===== src/lpm_pkg.sv =====
// Constants and types for the low-power mode controller.
package lpm_pkg;
  localparam logic [7:0] SFR_POWER_CTRL   = 8'h87;
  localparam logic [7:0] SFR_RING_CTRL    = 8'hc4;
  localparam logic [7:0] SFR_POWER_MODE   = 8'hc5;
  localparam logic [7:0] SFR_TIMED_ACCESS = 8'hc7;
  localparam logic [7:0] SFR_WATCHDOG     = 8'hd8;
  localparam logic [7:0] SFR_PROG_SIZE    = 8'hc2;
  localparam int         POWER_CONTROL_REG_IDLE_BIT    = 0;
  localparam int         POWER_CONTROL_REG_STOP_BIT    = 1;
  localparam int         RING_OSC_CONTROL_BGS_BIT     = 0;
  localparam int         RING_OSC_CONTROL_RING_SELECT_ON_WAKE_BIT    = 1;
  localparam int         RING_OSC_CONTROL_RING_ACTIVE_FLAG_BIT    = 2;
  localparam int         PMR_SUPPRESS_BIT = 2;
  localparam int         WATCHDOG_CONTROL_REG_IRQ_BIT    = 3;
  localparam logic [7:0] TA_KEY_FIRST     = 8'haa;
  localparam logic [7:0] TA_KEY_SECOND    = 8'h55;
  localparam logic [7:0] RING_OSC_CONTROL_WR_MASK     = 8'h03;
  localparam logic [7:0] PSIZE_WR_MASK    = 8'h07;
  localparam logic [7:0] WATCHDOG_CONTROL_REG_PROT_MASK  = 8'h4b;
  localparam logic [7:0] RING_OSC_CONTROL_PROT_MASK   = 8'h01;
  localparam logic [7:0] PSIZE_PROT_MASK  = 8'h07;
  localparam logic [7:0] POWER_CONTROL_REG_RESET       = 8'h00;
  localparam logic [7:0] RING_OSC_CONTROL_RESET       = 8'h00;
  localparam logic [7:0] PMR_RESET        = 8'h00;
  localparam logic [7:0] WATCHDOG_CONTROL_REG_RESET      = 8'h00;
  localparam logic [7:0] PSIZE_RESET      = 8'h07;
  localparam int         MCYCLE_CLKS      = 4;
  localparam int         ALE_HIGH_CLKS    = 2;
  localparam int         TA_WINDOW_MCYC   = 3;
  localparam int         TA_WINDOW_CLKS   = TA_WINDOW_MCYC * MCYCLE_CLKS;
  localparam int         RING_XTAL_CLOCKS = 65536;

  typedef struct packed {
    logic       wr;
    logic       rd;
    logic [7:0] addr;
    logic [7:0] wdata;
  } lpm_sfr_req_t;

  typedef struct packed {
    logic any_irq;
    logic ext_irq;
    logic power_fail_irq;
    logic power_fail_rst;
  } lpm_wake_t;

  typedef enum logic [1:0] {
    TA_LOCKED = 2'b00,
    TA_ARMED  = 2'b01,
    TA_OPEN   = 2'b11
  } lpm_ta_state_t;

  typedef enum logic [1:0] {
    PWR_RUN       = 2'b00,
    PWR_IDLE      = 2'b01,
    PWR_STOP_PEND = 2'b11,
    PWR_STOP      = 2'b10
  } lpm_pwr_state_t;
endpackage : lpm_pkg


===== src/lpm_ctrl.sv =====
// Low-power mode controller: idle, stop, ring start, timed access and strobe suppression.
`timescale 1ns/1ps
module lpm_ctrl
  import lpm_pkg::*;
#(
  parameter int unsigned RING_CLOCKS = RING_XTAL_CLOCKS
) (
  // Clock and reset.
  input  wire logic         clk_in,
  input  wire logic         rst_n_in,
  // Special-function register port.
  input  wire lpm_sfr_req_t sfr_req_in,
  output logic [7:0]        sfr_rdata_out,
  // Core events.
  input  wire lpm_wake_t    wake_in,
  input  wire logic         instr_end_in,
  input  wire logic         ext_data_move_in,
  input  wire logic         wd_irq_set_in,
  // Clock and power controls.
  output logic              cpu_clk_en_out,
  output logic              periph_clk_en_out,
  output logic              xtal_osc_en_out,
  output logic              bandgap_en_out,
  output logic              ring_clk_sel_out,
  output logic              ale_out,
  // Protected settings.
  output logic [7:0]        watchdog_ctrl_out,
  output logic [2:0]        program_size_out
);

  localparam logic [16:0] RING_LAST   = 17'(RING_CLOCKS - 1);
  localparam logic [3:0]  WINDOW_LAST = 4'(TA_WINDOW_CLKS - 1);
  localparam logic [1:0]  ALE_PHASES  = 2'(ALE_HIGH_CLKS);

  function automatic logic sfr_hit(input lpm_sfr_req_t req, input logic [7:0] addr);
    sfr_hit = req.wr && (req.addr == addr);
  endfunction : sfr_hit

  function automatic logic [7:0] merge(input logic [7:0] old, input logic [7:0] data,
                                       input logic [7:0] wmask);
    merge = (old & ~wmask) | (data & wmask);
  endfunction : merge

  // Reset synchroniser.
  logic rst_meta_q;
  logic rst_sync_q;
  always_ff @(posedge clk_in or negedge rst_n_in) begin
    if (!rst_n_in) begin
      rst_meta_q <= 1'b0;
      rst_sync_q <= 1'b0;
    end else begin
      rst_meta_q <= 1'b1;
      rst_sync_q <= rst_meta_q;
    end
  end

  logic wr_power_control_reg;
  logic wr_ring_osc_control;
  logic wr_pmr;
  logic wr_ta;
  logic wr_watchdog_control_reg;
  logic wr_psize;
  logic wr_prot;
  assign wr_power_control_reg  = sfr_hit(sfr_req_in, SFR_POWER_CTRL);
  assign wr_ring_osc_control  = sfr_hit(sfr_req_in, SFR_RING_CTRL);
  assign wr_pmr   = sfr_hit(sfr_req_in, SFR_POWER_MODE);
  assign wr_ta    = sfr_hit(sfr_req_in, SFR_TIMED_ACCESS);
  assign wr_watchdog_control_reg = sfr_hit(sfr_req_in, SFR_WATCHDOG);
  assign wr_psize = sfr_hit(sfr_req_in, SFR_PROG_SIZE);
  assign wr_prot  = wr_watchdog_control_reg | wr_ring_osc_control | wr_psize;

  // Timed access sequencer.
  lpm_ta_state_t ta_q;
  lpm_ta_state_t ta_d;
  logic [3:0]    ta_cnt_q;
  logic [3:0]    ta_cnt_d;
  logic          ta_open;
  assign ta_open = (ta_q == TA_OPEN);

  always_comb begin
    ta_d     = ta_q;
    ta_cnt_d = ta_cnt_q;
    unique case (ta_q)
      TA_LOCKED: begin
        if (wr_ta && sfr_req_in.wdata == TA_KEY_FIRST) begin
          ta_d = TA_ARMED;
        end
      end
      TA_ARMED: begin
        if (wr_ta && sfr_req_in.wdata == TA_KEY_SECOND) begin
          ta_d     = TA_OPEN;
          ta_cnt_d = WINDOW_LAST;
        end else if (wr_ta && sfr_req_in.wdata == TA_KEY_FIRST) begin
          ta_d = TA_ARMED;
        end else if (sfr_req_in.wr) begin
          ta_d = TA_LOCKED;
        end
      end
      TA_OPEN: begin
        if (wr_prot) begin
          ta_d = TA_LOCKED;
        end else if (wr_ta) begin
          ta_d = (sfr_req_in.wdata == TA_KEY_FIRST) ? TA_ARMED : TA_LOCKED;
        end else if (ta_cnt_q == 4'h0) begin
          ta_d = TA_LOCKED;
        end else begin
          ta_cnt_d = ta_cnt_q - 4'h1;
        end
      end
      default: ta_d = TA_LOCKED;
    endcase
  end

  always_ff @(posedge clk_in or negedge rst_sync_q) begin
    if (!rst_sync_q) begin
      ta_q     <= TA_LOCKED;
      ta_cnt_q <= 4'h0;
    end else begin
      ta_q     <= ta_d;
      ta_cnt_q <= ta_cnt_d;
    end
  end

  // Settings registers.
  logic [7:0] power_control_reg_q;
  logic [7:0] power_control_reg_d;
  logic [7:0] ring_osc_control_q;
  logic [7:0] ring_osc_control_d;
  logic [7:0] pmr_q;
  logic [7:0] pmr_d;
  logic [7:0] watchdog_control_reg_q;
  logic [7:0] watchdog_control_reg_d;
  logic [7:0] psize_q;
  logic [7:0] psize_d;
  logic [7:0] wd_mask;
  logic [7:0] rc_mask;
  logic [7:0] ps_mask;

  always_comb begin
    // Protected bits are masked off unless the window is open.
    wd_mask = ta_open ? 8'hff : ~WATCHDOG_CONTROL_REG_PROT_MASK;
    rc_mask = RING_OSC_CONTROL_WR_MASK & (ta_open ? 8'hff : ~RING_OSC_CONTROL_PROT_MASK);
    ps_mask = PSIZE_WR_MASK & (ta_open ? 8'hff : ~PSIZE_PROT_MASK);
    power_control_reg_d  = wr_power_control_reg ? sfr_req_in.wdata : power_control_reg_q;
    pmr_d   = wr_pmr ? sfr_req_in.wdata : pmr_q;
    ring_osc_control_d  = wr_ring_osc_control ? merge(ring_osc_control_q, sfr_req_in.wdata, rc_mask) : ring_osc_control_q;
    watchdog_control_reg_d = wr_watchdog_control_reg ? merge(watchdog_control_reg_q, sfr_req_in.wdata, wd_mask) : watchdog_control_reg_q;
    psize_d = wr_psize ? merge(psize_q, sfr_req_in.wdata, ps_mask) : psize_q;
    // Hardware setting of the watchdog flag wins over a clearing write.
    if (wd_irq_set_in) begin
      watchdog_control_reg_d[WATCHDOG_CONTROL_REG_IRQ_BIT] = 1'b1;
    end
  end

  always_ff @(posedge clk_in or negedge rst_sync_q) begin
    if (!rst_sync_q) begin
      power_control_reg_q  <= POWER_CONTROL_REG_RESET;
      ring_osc_control_q  <= RING_OSC_CONTROL_RESET;
      pmr_q   <= PMR_RESET;
      watchdog_control_reg_q <= WATCHDOG_CONTROL_REG_RESET;
      psize_q <= PSIZE_RESET;
    end else begin
      power_control_reg_q  <= power_control_reg_d;
      ring_osc_control_q  <= ring_osc_control_d;
      pmr_q   <= pmr_d;
      watchdog_control_reg_q <= watchdog_control_reg_d;
      psize_q <= psize_d;
    end
  end

  // Power state and ring oscillator hand-over.
  lpm_pwr_state_t pwr_q;
  lpm_pwr_state_t pwr_d;
  logic           ring_q;
  logic           ring_d;
  logic [16:0]    ring_cnt_q;
  logic [16:0]    ring_cnt_d;
  logic           stop_wake;

  // External interrupt always wakes from stop.
  // Power-fail events wake when the reference is kept.
  assign stop_wake = wake_in.ext_irq | (ring_osc_control_q[RING_OSC_CONTROL_BGS_BIT] &
                     (wake_in.power_fail_irq | wake_in.power_fail_rst));

  always_comb begin
    pwr_d      = pwr_q;
    ring_d     = ring_q;
    ring_cnt_d = ring_cnt_q;
    unique case (pwr_q)
      PWR_RUN: begin
        // Stop waits for the instruction end.
        if (wr_power_control_reg && sfr_req_in.wdata[POWER_CONTROL_REG_STOP_BIT]) begin
          pwr_d = instr_end_in ? PWR_STOP : PWR_STOP_PEND;
        end else if (wr_power_control_reg && sfr_req_in.wdata[POWER_CONTROL_REG_IDLE_BIT]) begin
          pwr_d = PWR_IDLE;
        end
      end
      PWR_IDLE: begin
        if (wake_in.any_irq) begin
          pwr_d = PWR_RUN;
        end
      end
      PWR_STOP_PEND: begin
        if (instr_end_in) begin
          pwr_d = PWR_STOP;
        end
      end
      PWR_STOP: begin
        if (stop_wake) begin
          pwr_d = PWR_RUN;
          // Ring select chooses the ring on exit.
          if (ring_osc_control_q[RING_OSC_CONTROL_RING_SELECT_ON_WAKE_BIT]) begin
            ring_d     = 1'b1;
            ring_cnt_d = RING_LAST;
          end
        end
      end
    endcase
    if (ring_q) begin
      // Switch to crystal after the count.
      if (ring_cnt_q == 17'h0) begin
        ring_d = 1'b0;
      end else begin
        ring_cnt_d = ring_cnt_q - 17'h1;
      end
    end
  end

  always_ff @(posedge clk_in or negedge rst_sync_q) begin
    if (!rst_sync_q) begin
      pwr_q      <= PWR_RUN;
      ring_q     <= 1'b0;
      ring_cnt_q <= 17'h0;
    end else begin
      pwr_q      <= pwr_d;
      ring_q     <= ring_d;
      ring_cnt_q <= ring_cnt_d;
    end
  end

  // Address latch strobe and read data.
  logic [1:0] phase_q;
  logic [1:0] phase_d;
  logic       ale_q;
  logic       ale_d;
  logic [7:0] rdata_q;
  logic [7:0] rdata_d;
  logic       in_idle;
  logic       in_stop;
  assign in_idle = (pwr_q == PWR_IDLE);
  assign in_stop = (pwr_q == PWR_STOP);

  always_comb begin
    phase_d = phase_q + 2'h1;
    // Suppressed strobe only pulses on external moves.
    // Unsuppressed strobe runs at crystal over four.
    ale_d = (phase_d < ALE_PHASES) &
            (!pmr_q[PMR_SUPPRESS_BIT] | ext_data_move_in);
    rdata_d = rdata_q;
    if (sfr_req_in.rd) begin
      unique case (sfr_req_in.addr)
        SFR_POWER_CTRL:   rdata_d = {power_control_reg_q[7:2], in_stop, in_idle};
        // Ring flag reads the active source.
        SFR_RING_CTRL:    rdata_d = {5'h00, ring_q, ring_osc_control_q[1:0]};
        SFR_POWER_MODE:   rdata_d = pmr_q;
        SFR_WATCHDOG:     rdata_d = watchdog_control_reg_q;
        SFR_PROG_SIZE:    rdata_d = {5'h00, psize_q[2:0]};
        default:          rdata_d = 8'h00;
      endcase
    end
  end

  always_ff @(posedge clk_in or negedge rst_sync_q) begin
    if (!rst_sync_q) begin
      phase_q <= 2'h0;
      ale_q   <= 1'b0;
      rdata_q <= 8'h00;
    end else begin
      phase_q <= phase_d;
      ale_q   <= ale_d;
      rdata_q <= rdata_d;
    end
  end

  assign sfr_rdata_out     = rdata_q;
  // Core halts in idle while peripherals run.
  assign cpu_clk_en_out    = (pwr_q == PWR_RUN) | (pwr_q == PWR_STOP_PEND);
  assign periph_clk_en_out = !in_stop;
  assign xtal_osc_en_out   = !in_stop;
  // Keep bit only matters in stop.
  assign bandgap_en_out    = !in_stop | ring_osc_control_q[RING_OSC_CONTROL_BGS_BIT];
  assign ring_clk_sel_out  = ring_q;
  assign ale_out           = ale_q;
  assign watchdog_ctrl_out = watchdog_control_reg_q;
  assign program_size_out  = psize_q[2:0];

endmodule : lpm_ctrl


===== config.mk =====
export PLATFORM = sky130hd
export DESIGN_NAME = lpm_ctrl
export DESIGN_NICKNAME = d
export VERILOG_FILES = /design/src/lpm_pkg.sv /design/src/lpm_ctrl.sv
export SDC_FILE = /design/constraint.sdc
export NUM_CORES = 1
export LEC_CHECK = 0
export BUFFER_PORTS_ARGS = -buffer_cell sky130_fd_sc_hd__buf_2
export CAP_MARGIN = 20
export CORE_MARGIN = 2
export CORE_UTILIZATION = 44
export DETAILED_ROUTE_END_ITERATION = 16
export SYNTH_ARGS = -nofsm -noshare
export SYNTH_HDL_FRONTEND = slang
export SYNTH_SLANG_ARGS = --single-unit

===== constraint.sdc =====
create_clock -name clk_in -period 3.85 [get_ports clk_in]
set_input_delay 0.77 -clock clk_in [delete_from_list [all_inputs] [get_ports clk_in]]
set_output_delay 0.77 -clock clk_in [all_outputs]
set_load 0.05 [all_outputs]

Yosys cells after proc, flatten, opt, wreduce, memory -nomap -nowiden
Cells that the tools add are included.
{ "word_totals": {"ff_bits": 79, "in_bits": 27, "out_inout_bits": 25, "elab_cells": 123} }
{ "op_classes": {"n_addsub": 3, "magnitude_cmp": 1, "eq_ne": 24, "mux": 37, "bitwise_logic": 21, "n_reduce_logical": 21} }
{ "ops": {"columns": ["op", "count"], "rows": [
  ["$mux W17", 5],
  ["$eq A8 B8 Y1 const B", 7],
  ["$pmux W8 S5", 1],
  ["$and A8 B8 Y8", 4],
  ["$mux W2", 12],
  ["$or A8 B8 Y8", 3],
  ["$mux W4", 5],
  ["$logic_not A17 Y1", 1],
  ["$sub A17 B1 Y17 const B", 1],
  ["$ne A2 B2 Y1 const B", 8],
  ["$logic_and A1 B1 Y1", 10],
  ["$mux W1", 9],
  ["$and A8 B2 Y8", 1],
  ["$and A8 B3 Y8", 1],
  ["$eq A8 B7 Y1 const B", 1],
  ["$not A2 Y8", 1],
  ["$not A3 Y8", 1],
  ["$not A8 Y8", 1],
  ["$pmux W2 S4", 1],
  ["$pmux W4 S2", 1],
  ["$mux W7", 1],
  ["$or A1 B1 Y1", 7],
  ["$eq A2 B2 Y1 const B", 3],
  ["$pmux W2 S3", 1],
  ["16 further kinds", 21]
]} }

Longest topological paths before layout
{ "depth": {"depth_word": 7, "mapped_depth": 9, "mapped_depth_nobuf": 7} }

Least setup slack after synthesis
No wires, ideal clock.
{ "synth_timing": {"kind": "input-to-reg", "start": "input port sfr_req_in[11] (netlist name)", "end": "register ta_cnt_q[3]", "setup_time_ps": 128, "arrival_time_ps": 2707, "t_required_ps": 3722, "setup_slack_ps": 1015, "path_stages": 7, "path_buffers": 2, "path_cell_list": "or4b_1 buf_2 or3b_1 buf_2 o2111a_1 a21oi_4 mux2_1"} }
{ "synth_between": {"elab_chain_cells": 6, "elab_cells_between_ends": 15, "cone_classes": "eq/ne: 7; bitwise: 2; reduce/logical: 6"} }
{ "synth_rtl": {"columns": ["item", "line", "text"], "rows": [
  ["start, declared", "lpm_ctrl.sv:12", "input wire lpm_sfr_req_t sfr_req_in,"],
  ["$eq A8 B8 Y1", "lpm_ctrl.sv:36", "sfr_hit = req.wr && (req.addr == addr);"],
  ["$logic_and A1 B1 Y1", "lpm_ctrl.sv:36", null],
  ["$or A1 B1 Y1 (2 in series)", "lpm_ctrl.sv:70", "assign wr_prot = wr_watchdog_control_reg | wr_ring_osc_control | wr_psize;"],
  ["$ne A2 B2 Y1 (no source line)", null, null],
  ["$reduce_and A5 Y1 (no source line) (*)", null, null],
  ["end signal, assigned", "lpm_ctrl.sv:120", "ta_cnt_q <= ta_cnt_d;"],
  ["end, declared", "lpm_ctrl.sv:75", "logic [3:0] ta_cnt_q;"]
]} }
Every way passes the cells marked *; elsewhere a longest branch is shown, timed or not.
A chain may end at the register's enable or synchronous reset.

Final worst setup path
Ends and elaborated chain as after synthesis.

==> impl_metrics.tcl <==
set metrics [dict create \
    status "completed" \
    post_cts_buffers 0 \
    grt_start_max_net_pins 38 \
    period_share_pct 70.9 \
    syn_area_sq_mm 0.00339 \
    drt.antenna.violating_nets 0 \
    worstHoldPathType "primary input to async pin" \
    finalWorstSetupSlack_ns 1.12 \
    synth-seq-area-share_pct 48.9 \
    area_delta_synth_final_pct 16.9 \
    synthesis.nets 363 \
    path_clk_slew_ns 0.07 \
    port_buffers 51 \
    nFillCells 660 \
    drv_slew 0 \
    clkSinkCount 66 \
    cts-root-buf "clkbuf_8" \
    avgSynthCellArea_sq_um 10.4 \
    cts_max_level 3 \
    hold_buffers 0 \
    use_met2_pct 32.2 \
    worstSetupPathType "primary input to flip-flop" \
    setup_tns_ns 0 \
    grt_pass1_wl_microns 13200 \
    drc_errors 0 \
    initial_utilization_pct 46.0 \
    drtIter0Drc 111 \
    drt_wl_total_microns 7670 \
    vias 2689 \
    use_met1_pct 26.7 \
    clockBufferDepth 2 \
    startpoint_type "primary input" \
    timing.max_cap.violations 0 \
    clk_latency_ns 0.34 \
    power_mw 1.52 \
    yosys-top-cells-count "63 x dfrtp_1, 29 x nor2_1, 24 x mux2_2, 22 x nand2_1" \
    dieHeight_microns 91.7 \
    worstMarginPinSlew_ns 0.826 \
    seq_area_sq_mm 0.00166 \
    drive_gt1_share_pct 27.5 \
    setup_viol 0 \
    grt_usage_pct 20.0 \
    ys_types 56 \
    via_per_inst 5.54 \
    hold_violations 0 \
    async_reset_ff_share_pct 100 \
    fp-row-count 31 \
    ir_drop_v 0.000209 \
    die_x_microns 91.7 \
    skew_ns 0.00725 \
    critical_path_arrival_ns 2.95 \
    synth.most_common_cell "dfrtp_1" \
    utilization_pct 53.7 \
    antenna_found_initial 0 \
    gp_congestion 0.869 \
    rsz0062_at_grt "no" \
    path_max_fanout 8 \
    cts_resized 0 \
    die-area_sq_mm 0.00842 \
    syn_inst 327 \
    max_freq_mhz 367 \
    synth_largest_area_cell "dfrtp_1" \
    first_pass_iters 4 \
    layout_min_cycle_time_ns 2.73 \
    cts_tree "built" \
    dp_hpwl_microns 5600 \
    synth_edf_count 0 \
    ys.flop_type "dfrtp_1" \
    diodes 0 \
    ios 52 \
    p_leak_nw 1.71 \
    wire_per_inst_microns 15.8 \
    met3_usage_pct 4.60 \
    crit_path_end_kind "flip-flop" \
    ys_seq_elements 66 \
    synth_top_area_share_pct 46.5 \
    core_sq_mm 0.00737 \
    cp.required_ns 4.08 \
    grt_pass1_vias 2676 \
    place_ws_ns 0.763 \
    cts_buffers 9 \
    final_nets 417 \
    grt.busiest_layer "met2" \
    slew_headroom_pct 44.9 \
    synth.area.top_cells "dfrtp_1 47%, mux2_2 8.0%, ha_1 3.3%" \
    grt.overflow.total 0 \
    multi_input_area_sq_mm 0.00161 \
    powerDensity_mw_per_mm2 383 \
    yosys_warnings 0 \
]
-- layout make-up --
type / instances / area share, %
clock buffers: 12 / 3.92
clock inverters: 4 / 1.26
inverters: 18 / 1.71
multi-input cells: 230 / 40.7
flip-flops and latches: 66 / 41.8
well taps: 99 / 3.13
repair buffers: 56 / 7.40
-- cells by family (layout without fill, tap and decap cells) --
logic type,count (synthesis),count (layout),share of synthesized area (%)
AOI/OAI and AO/OA,77,77,16.0
xor gates and xnor gates,3,3,0.776
and+or+nand+nor,111,111,17.7
DFF,66,66,48.9
buffers and inverters,31,90,3.69
adders and majority gates,9,9,3.32
other,1,1,0.111
muxes,29,29,9.53
-- cells in the final DEF (no fill, tap or decap), types with 3 or more instances in the layout --
cell       n
ha_1       9
o21ai_0   17
and3_1     3
nor4_1     3
nand3_1    8
a22oi_1    6
o41ai_1    4
a31oi_1    4
inv_1     18
a21oi_1    8
dfrtp_1   62
buf_2     51
nor3_1    10
nand4_1    5
nor4b_1    3
nand2b_1   8
mux2_2    24
o31ai_1   14
nor2_1    29
clkbuf_8  11
nor2b_1    3
a211o_1    3
buf_4      5
mux2i_1    3
dfstp_2    3
nand2_1   22
nor4bb_1   3
-- power breakdown --
part	switching [mW]	internal, mW
logic	0.121	0.0588
registers	0.0219	0.716
clock network	0.267	0.333
-- critical path, stage by stage --
cell and delay (ns):
buf_2 0.11, or4b_1 0.67, or3b_1 0.55, o2111a_1 0.34
a21oi_4 0.17, mux2_1 0.34
-- final timing paths --
| path | endpoint | slack (ns) | start | cells past startpoint |
|---|---|---|---|---|
| setup / recovery | ta_cnt_q[3]$_DFFE_PN0P_ | 1.12 | sfr_req_in[11] | 6 |
| hold / removal | rst_meta_q$_DFF_PN0_ | 0.20 | rst_n_in | 1 |
| setup reg to reg | ring_cnt_q[7]$_DFF_PN0_ | 1.59 | ring_cnt_q[4]$_DFF_PN0_ | 5 |
| hold reg to reg | ring_cnt_q[2]$_DFF_PN0_ | 0.37 | rst_sync_q$_DFF_PN0_ | 0 |
| max in group asynchronous | pmr_q[1]$_DFFE_PN0P_ | 2.60 | rst_sync_q$_DFF_PN0_ | 1 |
| min in group clk_in | rst_sync_q$_DFF_PN0_ | 0.37 | rst_meta_q$_DFF_PN0_ | 0 |
-- stage by stage --
step	hold WS, ns	std cells	instance area, sq um
4_1_cts	0.188	485	3960
5_1_grt	0.181	485	3960
6_report	0.204	485	3960
3_5_place_dp	0.354	469	3750
3_3_place_gp	0.337	469	3750
2_1_floorplan	0.331	327	3390
-- routing by layer --
metal,part of all wire (%),up-vias
met3,3.7,9
met2,48,52
met4,1.4,0
li1,-,1309
met5,0,-
met1,47,1319
Power figures use the tool's default switching activity.
